File: config.mk
export PLATFORM = sky130hd
export DESIGN_NAME = ext_media_decoder_flat
export DESIGN_NICKNAME = d
export VERILOG_FILES = /design/src/core/ext_media_pkg.sv /design/src/core/ext_media_link_if.sv /design/src/core/ext_media_decoder.sv /design/src/flat_wrapper.sv
export VERILOG_INCLUDE_DIRS = /design/src /design/src/core
export SDC_FILE = /design/constraint.sdc
export NUM_CORES = 1
export LEC_CHECK = 0
export BUFFER_PORTS_ARGS = -buffer_cell sky130_fd_sc_hd__buf_2
export CORE_AREA = 2 2 148 150
export DETAILED_ROUTE_END_ITERATION = 10
export DIE_AREA = 0 0 150 152
export PLACE_DENSITY = 0.79
export SLEW_MARGIN = 20
export SYNTH_ARGS = -nofsm -noshare
export SYNTH_HDL_FRONTEND = slang
export SYNTH_SLANG_ARGS = --single-unit
File: constraint.sdc
create_clock -name clk -period 4.69 [get_ports clk]
set_clock_uncertainty 0.15 [all_clocks]
set_input_delay 0.938 -clock clk [delete_from_list [all_inputs] [get_ports clk]]
set_output_delay 0.938 -clock clk [all_outputs]
set_load 0.05 [all_outputs]
File: src/core/ext_media_cfg.svh
`ifndef EXT_MEDIA_CFG_SVH
`define EXT_MEDIA_CFG_SVH

// ==========================================================
// header dword
`define HDR_TYPE_VAL 3'h3
`define HDR_PIPE_VAL 2'h2
`define HDR_OPC_VAL 3'h1
`define HDR_SUBOPC_VAL 8'h01
`define HDR_MIN_LEN 16'h0003

// ==========================================================
// dword 2 and dword 3 fields
`define D2_SYNC_BIT 20
`define D2_MBZ_MASK 32'h80EE0000
`define ADDR_MBZ_MASK 32'hE0000000

// ==========================================================
// alignment masks on byte counts and addresses
`define ALIGN_DW_MASK 17'h00003
`define ALIGN_8DW_MASK 17'h0001F

// ==========================================================
// dispatch side
`define DESC_BYTES 32'h00000020
`define GRF_LAST 3'h7
`define QP_INLINE_IDX 16'h0001
`define QP_MASK 32'h000000FF

// ==========================================================
// issuer register word addresses
`define REG_DATA 2'h0
`define REG_STATUS 2'h1
`define REG_CTRL 2'h2

`endif

File: src/core/ext_media_pkg.sv
`include "ext_media_cfg.svh"
package ext_media_pkg;

  typedef enum logic [2:0] {
    AVC_TRANSFORM_MODE,
    AVC_MOTION_COMP_MODE,
    VC1_TRANSFORM_MODE,
    GENERIC_MODE,
    IMAGE_SCALING_MODE,
    VARIABLE_LENGTH_DECODE_MODE
  } fe_mode_t;

  typedef enum logic [1:0] {
    ORDER_RAW,
    ORDER_MV_WO_COEF,
    ORDER_MV_WO_PIXEL,
    ORDER_COEF_ONLY
  } fetch_order_t;

  function automatic logic modeAllowed(input fe_mode_t m);
    modeAllowed = (m == AVC_TRANSFORM_MODE) || (m == AVC_MOTION_COMP_MODE) ||
      (m == VC1_TRANSFORM_MODE) || (m == GENERIC_MODE);
  endfunction

  function automatic logic [16:0] alignMask(input fe_mode_t m);
    alignMask = (m == AVC_MOTION_COMP_MODE) ? `ALIGN_8DW_MASK : `ALIGN_DW_MASK;
  endfunction

endpackage

File: src/core/ext_media_link_if.sv
`timescale 1ns/1ps
`default_nettype none
interface ext_media_link_if (
  input wire logic clk
);
  logic dwValid;
  logic dwReady;
  logic [31:0] dwData;
  ext_media_pkg::fe_mode_t feMode;

  modport issuer (
    output dwValid,
    output dwData,
    input dwReady,
    input feMode
  );
  modport decoder (
    input dwValid,
    input dwData,
    output dwReady,
    output feMode
  );
endinterface
`default_nettype wire

File: src/core/ext_media_decoder.sv
// The register offsets and the Avalon-MM register port were chosen for this implementation.
`timescale 1ns/1ps
`default_nettype none
`include "ext_media_cfg.svh"
// How it works
// - header type field must equal three
// - pipeline, opcode, subopcode must match exactly
// - total length is length field plus two
// - issuer always sends one inline dword minimum
// - accepted only in four codec/generic modes
// - issuer never sends in scaling or VLD
// - dword 1 goes to front end only
// - descriptor offset indexes from base pointer
// - descriptor chosen after offset remapping
// - bit 20 marks synchronized root thread
// - zero byte count disables indirect fetch
// - byte count aligned like start address
// - fetch address is base plus start
// - start address bits 31:29 kept zero
// - AVC transform order: vectors, weights, coefficients
// - AVC_MOTION_COMP_MODE order: vectors, weights, pixels
// - VC1 address points at first coefficient
// - inline raw in generic, parsed otherwise
// - reserved dword 2 bits written zero
// - AVC transform quantizer replaced by derived
// - inline packed, last register zero padded
module ext_media_decoder (
  // clock and reset
  input wire logic clk,
  input wire logic rst,
  // command link
  ext_media_link_if.decoder link,
  // front end state
  input wire ext_media_pkg::fe_mode_t modeIn,
  input wire logic [31:0] descBase,
  input wire logic [31:0] objBase,
  input wire logic remapEn,
  input wire logic [6:0] remapDelta,
  input wire logic [7:0] derivedQp,
  // front end dword
  output logic [31:0] feDword,
  output logic feDwordValid,
  // indirect fetch
  output logic fetchValid,
  output logic fetchEn,
  output logic [31:0] fetchAddr,
  output logic [16:0] fetchLen,
  output ext_media_pkg::fetch_order_t fetchOrder,
  // thread dispatch
  output logic [31:0] descAddr,
  output logic syncRoot,
  output logic [31:0] payData,
  output logic payValid,
  output logic payLast,
  output logic payPad,
  output logic payRaw,
  output logic dispatch,
  // errors, one-cycle pulses
  output logic errHeader,
  output logic errMode,
  output logic errLength,
  output logic errAlign
);

  typedef enum {S_HEAD, S_FE, S_D2, S_D3, S_INL, S_PAD, S_DROP} state_t;

  state_t state_q, state_d;
  logic dwReady_q;
  ext_media_pkg::fe_mode_t feMode_q, pktMode_q;
  logic [16:0] remain_q;
  logic [2:0] grfCnt_q;
  logic [15:0] inlIdx_q;
  logic feDwordValid_q, fetchValid_q, fetchEn_q, syncRoot_q;
  logic [31:0] feDword_q, fetchAddr_q, descAddr_q, payData_q;
  logic [16:0] fetchLen_q;
  ext_media_pkg::fetch_order_t fetchOrder_q;
  logic payValid_q, payLast_q, payPad_q, payRaw_q, dispatch_q;
  logic errHeader_q, errMode_q, errLength_q, errAlign_q;
  logic take, hdrOk, modeOk, lenOk, lastIn;
  logic [15:0] lenField;

  // ==========================================================
  // decode helpers
  function automatic logic headerMatch(input logic [31:0] d);
    headerMatch = (d[31:29] == `HDR_TYPE_VAL) &&
      (d[28:27] == `HDR_PIPE_VAL) && (d[26:24] == `HDR_OPC_VAL) &&
      (d[23:16] == `HDR_SUBOPC_VAL);
  endfunction

  function automatic logic [6:0] remapDesc(input logic [6:0] off,
    input logic en, input logic [6:0] delta);
    remapDesc = en ? 7'(off + delta) : off;
  endfunction

  assign take = link.dwValid && dwReady_q;
  assign lenField = link.dwData[15:0];
  assign hdrOk = headerMatch(link.dwData);
  assign modeOk = ext_media_pkg::modeAllowed(feMode_q);
  assign lenOk = lenField >= `HDR_MIN_LEN;
  assign lastIn = remain_q == 17'h00001;

  // ==========================================================
  // packet sequencing
  always_comb
  begin
    state_d = state_q;
    case (state_q)
      S_HEAD:
        if (take)
          state_d = (hdrOk && modeOk && lenOk) ? S_FE : S_DROP;
      S_FE:
        if (take)
          state_d = S_D2;
      S_D2:
        if (take)
          state_d = S_D3;
      S_D3:
        if (take)
          state_d = S_INL;
      S_INL:
        if (take && lastIn)
          state_d = (grfCnt_q == `GRF_LAST) ? S_HEAD : S_PAD;
      S_PAD:
        if (grfCnt_q == `GRF_LAST)
          state_d = S_HEAD;
      S_DROP:
        if (take && lastIn)
          state_d = S_HEAD;
      default:
        state_d = S_HEAD;
    endcase
  end

  always_ff @(posedge clk)
  begin
    if (rst)
      state_q <= S_HEAD;
    else
      state_q <= state_d;
  end

  // stall the link while padding the last register
  always_ff @(posedge clk)
  begin
    if (rst)
      dwReady_q <= 1'b0;
    else
      dwReady_q <= state_d != S_PAD;
  end

  always_ff @(posedge clk)
  begin
    if (rst)
      feMode_q <= ext_media_pkg::GENERIC_MODE;
    else
      feMode_q <= modeIn;
  end

  // ==========================================================
  // counters
  always_ff @(posedge clk)
  begin
    if (rst)
      remain_q <= 17'h00000;
    else if (take && state_q == S_HEAD)
      remain_q <= 17'(lenField) + 17'h00001;
    else if (take)
      remain_q <= remain_q - 17'h00001;
  end

  always_ff @(posedge clk)
  begin
    if (rst)
    begin
      grfCnt_q <= 3'h0;
      inlIdx_q <= 16'h0000;
    end
    else if (state_q == S_D3)
    begin
      grfCnt_q <= 3'h0;
      inlIdx_q <= 16'h0000;
    end
    else if ((state_q == S_INL && take) || state_q == S_PAD)
    begin
      grfCnt_q <= grfCnt_q + 3'h1;
      inlIdx_q <= inlIdx_q + 16'h0001;
    end
  end

  // ==========================================================
  // header and fixed dwords
  always_ff @(posedge clk)
  begin
    if (rst)
    begin
      pktMode_q <= ext_media_pkg::GENERIC_MODE;
      feDword_q <= 32'h00000000;
      descAddr_q <= 32'h00000000;
      syncRoot_q <= 1'b0;
      fetchLen_q <= 17'h00000;
      fetchEn_q <= 1'b0;
      fetchAddr_q <= 32'h00000000;
      fetchOrder_q <= ext_media_pkg::ORDER_RAW;
    end
    else if (take)
    begin
      case (state_q)
        S_HEAD:
          pktMode_q <= feMode_q;
        S_FE:
          feDword_q <= link.dwData;
        S_D2:
        begin
          descAddr_q <= descBase + 32'(remapDesc(link.dwData[30:24],
            remapEn, remapDelta)) * `DESC_BYTES;
          syncRoot_q <= link.dwData[`D2_SYNC_BIT];
          fetchLen_q <= link.dwData[16:0];
          fetchEn_q <= |link.dwData[16:0];
        end
        S_D3:
        begin
          // address ignored when nothing is fetched
          fetchAddr_q <= fetchEn_q ? objBase + link.dwData : 32'h00000000;
          case (pktMode_q)
            ext_media_pkg::AVC_TRANSFORM_MODE:
              fetchOrder_q <= ext_media_pkg::ORDER_MV_WO_COEF;
            ext_media_pkg::AVC_MOTION_COMP_MODE:
              fetchOrder_q <= ext_media_pkg::ORDER_MV_WO_PIXEL;
            ext_media_pkg::VC1_TRANSFORM_MODE:
              fetchOrder_q <= ext_media_pkg::ORDER_COEF_ONLY;
            default:
              fetchOrder_q <= ext_media_pkg::ORDER_RAW;
          endcase
        end
        default:
          fetchEn_q <= fetchEn_q;
      endcase
    end
  end

  always_ff @(posedge clk)
  begin
    if (rst)
    begin
      feDwordValid_q <= 1'b0;
      fetchValid_q <= 1'b0;
    end
    else
    begin
      feDwordValid_q <= take && state_q == S_FE;
      fetchValid_q <= take && state_q == S_D3 && fetchEn_q;
    end
  end

  // ==========================================================
  // inline payload
  always_ff @(posedge clk)
  begin
    if (rst)
    begin
      payData_q <= 32'h00000000;
      payValid_q <= 1'b0;
      payLast_q <= 1'b0;
      payPad_q <= 1'b0;
      payRaw_q <= 1'b0;
    end
    else
    begin
      payValid_q <= (take && state_q == S_INL) || state_q == S_PAD;
      payPad_q <= state_q == S_PAD;
      payLast_q <= state_d == S_HEAD &&
        (state_q == S_INL || state_q == S_PAD);
      payRaw_q <= pktMode_q == ext_media_pkg::GENERIC_MODE;
      if (state_q == S_PAD)
        payData_q <= 32'h00000000;
      else if (pktMode_q == ext_media_pkg::AVC_TRANSFORM_MODE &&
        inlIdx_q == `QP_INLINE_IDX)
        payData_q <= (link.dwData & ~`QP_MASK) | 32'(derivedQp);
      else
        payData_q <= link.dwData;
    end
  end

  always_ff @(posedge clk)
  begin
    if (rst)
      dispatch_q <= 1'b0;
    else
      dispatch_q <= state_d == S_HEAD &&
        (state_q == S_INL || state_q == S_PAD);
  end

  // ==========================================================
  // error pulses; a broken packet is consumed by its length
  always_ff @(posedge clk)
  begin
    if (rst)
    begin
      errHeader_q <= 1'b0;
      errMode_q <= 1'b0;
      errLength_q <= 1'b0;
      errAlign_q <= 1'b0;
    end
    else
    begin
      errHeader_q <= take && state_q == S_HEAD && !hdrOk;
      errMode_q <= take && state_q == S_HEAD && !modeOk;
      errLength_q <= take && state_q == S_HEAD && !lenOk;
      errAlign_q <= take && ((state_q == S_D2 &&
        |(link.dwData[16:0] & ext_media_pkg::alignMask(pktMode_q))) ||
        (state_q == S_D3 && fetchEn_q &&
        |(link.dwData[16:0] & ext_media_pkg::alignMask(pktMode_q))));
    end
  end

  // ==========================================================
  // outputs
  assign link.dwReady = dwReady_q;
  assign link.feMode = feMode_q;
  assign feDword = feDword_q;
  assign feDwordValid = feDwordValid_q;
  assign fetchValid = fetchValid_q;
  assign fetchEn = fetchEn_q;
  assign fetchAddr = fetchAddr_q;
  assign fetchLen = fetchLen_q;
  assign fetchOrder = fetchOrder_q;
  assign descAddr = descAddr_q;
  assign syncRoot = syncRoot_q;
  assign payData = payData_q;
  assign payValid = payValid_q;
  assign payLast = payLast_q;
  assign payPad = payPad_q;
  assign payRaw = payRaw_q;
  assign dispatch = dispatch_q;
  assign errHeader = errHeader_q;
  assign errMode = errMode_q;
  assign errLength = errLength_q;
  assign errAlign = errAlign_q;

endmodule
`default_nettype wire

File: src/flat_wrapper.sv
// flat-port wrapper written by rule: the top's interface ports become plain ports
module ext_media_decoder_flat 
  (clk, rst, modeIn, descBase, objBase, remapEn, remapDelta, derivedQp, feDword, feDwordValid, fetchValid, fetchEn, fetchAddr, fetchLen, fetchOrder, descAddr, syncRoot, payData, payValid, payLast, payPad, payRaw, dispatch, errHeader, errMode, errLength, errAlign, link_dwValid, link_dwData, link_dwReady, link_feMode);
  ext_media_link_if link_i (.clk(clk));
  input wire logic clk;
  input wire logic rst;
  input wire ext_media_pkg::fe_mode_t modeIn;
  input wire logic [31:0] descBase;
  input wire logic [31:0] objBase;
  input wire logic remapEn;
  input wire logic [6:0] remapDelta;
  input wire logic [7:0] derivedQp;
  output logic [31:0] feDword;
  output logic feDwordValid;
  output logic fetchValid;
  output logic fetchEn;
  output logic [31:0] fetchAddr;
  output logic [16:0] fetchLen;
  output ext_media_pkg::fetch_order_t fetchOrder;
  output logic [31:0] descAddr;
  output logic syncRoot;
  output logic [31:0] payData;
  output logic payValid;
  output logic payLast;
  output logic payPad;
  output logic payRaw;
  output logic dispatch;
  output logic errHeader;
  output logic errMode;
  output logic errLength;
  output logic errAlign;
  input wire logic [$bits(link_i.dwValid)-1:0] link_dwValid;
  input wire logic [$bits(link_i.dwData)-1:0] link_dwData;
  output wire logic [$bits(link_i.dwReady)-1:0] link_dwReady;
  output wire logic [$bits(link_i.feMode)-1:0] link_feMode;
  assign link_i.dwValid = link_dwValid;
  assign link_i.dwData = link_dwData;
  assign link_dwReady = link_i.dwReady;
  assign link_feMode = link_i.feMode;
  ext_media_decoder u_core (.clk(clk), .rst(rst), .link(link_i), .modeIn(modeIn), .descBase(descBase), .objBase(objBase), .remapEn(remapEn), .remapDelta(remapDelta), .derivedQp(derivedQp), .feDword(feDword), .feDwordValid(feDwordValid), .fetchValid(fetchValid), .fetchEn(fetchEn), .fetchAddr(fetchAddr), .fetchLen(fetchLen), .fetchOrder(fetchOrder), .descAddr(descAddr), .syncRoot(syncRoot), .payData(payData), .payValid(payValid), .payLast(payLast), .payPad(payPad), .payRaw(payRaw), .dispatch(dispatch), .errHeader(errHeader), .errMode(errMode), .errLength(errLength), .errAlign(errAlign));
endmodule
==> impl_metrics.env <==
export IMPL_p_leak_uw=0.005865
export IMPL_hold_ws_ps=295.1
export IMPL_synth_compound_area_frac=0.1581
export IMPL_worst_setup_path_type="input port to flip-flop"
export IMPL_postSynth_asyncResetShare=0
export IMPL_antenna_found_initial=0
export IMPL_synth_top_family_by_area="simple AND/OR/NAND/NOR gates"
export IMPL_ys_ff_latch=234
export IMPL_fin_area_um2=13580
export IMPL_ctsLongestPathBuffers=3
export IMPL_die_h_um=152
export IMPL_seq_area_frac_synth=0.4255
export IMPL_cts_tree="built"
export IMPL_post_cts_repair_setup_buffers=0
export IMPL_critical_path_max_stage_delay_ps=470
export IMPL_path_max_fanout=14
export IMPL_ctsHoldBuffers=0
export IMPL_synth_edf_count=0
export IMPL_fmax_mhz=246.1
export IMPL_synth_xor_area_frac=0.07239
export IMPL_ys_warn_count=0
export IMPL_rows=54
export IMPL_netlist_top_cells_area="dfxtp_1 (43%), nand2_1 (7.2%), ha_1 (5.9%)"
export IMPL_syn_to_final_growth_pct=23.30
export IMPL_wire_per_inst_um=17.24
export IMPL_synth_flop_cell="dfxtp_1"
export IMPL_synth_top_cells_by_count="dfxtp_1 (234), nand2_1 (212), nor2_1 (122)"
export IMPL_dieArea_um2=22800
export IMPL_grt_pass1_wl_um=51700
export IMPL_drc=0
export IMPL_finalHoldViolCount=0
export IMPL_grt_overflow=0
export IMPL_period_needed_ps=4063
export IMPL_synthAdderAreaFrac=0.06455
export IMPL_finalSetupViolCount=0
export IMPL_yosys_area_top_type="dfxtp_1"
export IMPL_first_iter_violations=607
export IMPL_cts_made_buffers=26
export IMPL_firstDrtPassIters=5
export IMPL_synth_top_area_frac=0.4255
export IMPL_crit_required_ps=4980
export IMPL_place_gp_congestion=0.9195
export IMPL_track_usage=0.2788
export IMPL_dp_hpwl_um=23770
export IMPL_fin_crit_sh=0.8664
export IMPL_synth_most_common_cell="dfxtp_1"
export IMPL_cp_common_cell="a21oi_1"
export IMPL_synth_cell_types=70
export IMPL_crit_slowest_cell="or3_1"
export IMPL_muxShareOfSynthArea=0.01330
export IMPL_cts_sinks=234
export IMPL_place_area_um2=12690
export IMPL_outcome="completed"
export IMPL_clk_pin_slew_worst_paths_ps=60
export IMPL_synth_avg_cell_area_um2=8.411
export IMPL_arrival_ps=4350
export IMPL_yosys_area_share_simple=0.2305
export IMPL_wirelength_um=32500
export IMPL_clkLatencyLatePin_ps=540
export IMPL_synth_cells=1309
export IMPL_ant_nets=0
export IMPL_grt_pass1_vias=9990
export IMPL_ctsHtreeMaxLevel=1
export IMPL_crit_path_cell_trace="buf_2, ha_1, inv_1, fa_1, inv_1, a21oi_1, o21bai_1, a21o_1, a21oi_1, xnor2_1, nand2_1, xnor2_1, ha_1, a21oi_1, a21oi_1, nand3_1, or3_1, a311oi_1"
export IMPL_post_cts_resize_count=0
export IMPL_rsz0062_at_grt="no"
export IMPL_powerDensity_nw_per_um2=353.0
export IMPL_tightest_slew_ps=1042
export IMPL_holdPathStages=2
export IMPL_netlist_area_um2=11010
export IMPL_timing_setup_tns_ps=0
export IMPL_post_route_cells_drive_above_1_share=0.2299
export IMPL_n_antenna_cell=0
export IMPL_numPortBuffers=281
export IMPL_viasPerCell=5.589
export IMPL_core_area_um2=21350
export IMPL_nets=1758
export IMPL_slew_violations=0
export IMPL_hold_class="flip-flop to flip-flop"
export IMPL_crit_path_end_kind="flip-flop"
export IMPL_die_width_um=150
export IMPL_ir_worst_vdd_mv=0.3270
export IMPL_maxCapViolCount=0
export IMPL_worst_r2r_path_depth=8
export IMPL_start_util=0.5157
export IMPL_ioPinCount=282
export IMPL_critPathLaunchType="input port"
export IMPL_grt_start_max_net_pins=80
export IMPL_cts_root_buf="clkbuf_16"
export IMPL_vias=10540
export IMPL_relSlewSlack=0.3033
metrics by stage:
step	setup slack, ps	power, uW	util	std cells
after floorplan	697.8	2568	-	1337
after global placement	188.1	2755	0.5946	1837
after detailed placement	85.01	2771	0.5946	1837
after CTS	648.6	4815	0.6357	1885
after global routing	247.6	4971	0.6358	1885
final	626.8	4792	0.6358	1885
report_power, final:
part / switching (uW) / internal [uW]
registers: 23.6 / 2030
clock network: 834 / 1220
logic: 426 / 260
total: 1280 / 3510
critical path, delay by kind of cell:
| family | cells | cell delay, ps |
|---|---|---|
| AOI/OAI and AO/OA | 7 | 1010 |
| buffers and inverters | 3 | 280 |
| and+or+nand+nor | 3 | 950 |
| adders and majority gates | 3 | 900 |
| xor gates and xnor gates | 2 | 260 |
worst paths after layout:
check,start,to,slack (ps)
hold / removal,u_core.fetchAddr[31]$_SDFFE_PP0P_,u_core.fetchAddr[31]$_SDFFE_PP0P_,300
hold reg to reg,u_core.fetchAddr[31]$_SDFFE_PP0P_,u_core.fetchAddr[31]$_SDFFE_PP0P_,300
setup / recovery,link_dwData[24],u_core.descAddr[30]$_SDFFE_PP0P_,630
setup reg to reg,u_core.state_q[19]$_SDFF_PP0_,u_core.descAddr[25]$_SDFFE_PP0P_,1660
sequential cells by signal, summed over array words and instances (netlist names), 2 cells and up:
signal              count
u_core.fetchLen        17
u_core.state_q         32
u_core.grfCnt_q         3
u_core.fetchAddr       32
u_core.fetchOrder       2
u_core.pktMode_q        3
u_core.inlIdx_q        16
u_core.payData         32
u_core.link.feMode      3
u_core.remain_q        17
u_core.feDword         32
u_core.descAddr        32
metal layers:
| metal | track usage | up-vias | wire length, um |
|---|---|---|---|
| met2 | 0.4558 | 416 | 15170 |
| li1 | - | 5087 | - |
| met1 | 0.3530 | 4927 | 13280 |
| met4 | 0.1132 | 0 | 1352 |
| met5 | 0 | - | 0 |
| met3 | 0.06607 | 106 | 2697 |
cell families (layout without fill, tap and decap cells):
kind of cell / count (synthesis) / in the layout
DFF: 234 / 234
xor gates and xnor gates: 91 / 91
adders and majority gates: 55 / 55
muxes: 14 / 14
other: 1 / 29
buffers and inverters: 102 / 370
AOI/OAI and AO/OA: 280 / 280
and+or+nand+nor: 532 / 532
layout make-up:
type,count,area [um2]
clock buffers,36,779.5
clock inverters,12,98.84
fillers,1851,7775
inverters,30,112.6
multi-input cells,1001,6058
flip-flops and latches,234,4684
well taps,280,350.3
repair buffers,292,1491
cell usage in the layout, fill, tap and decap left out, drive strengths merged, types with 31 or more instances in the layout:
master	n
inv	31
nor2	123
a21oi	121
a211oi	31
clkbuf	36
buf	292
xnor2	46
ha	52
xor2	45
nand3	37
nand2	213
o21ai	41
dfxtp	234
nor3	36
Note: power is estimated with default switching activity, not from simulation.
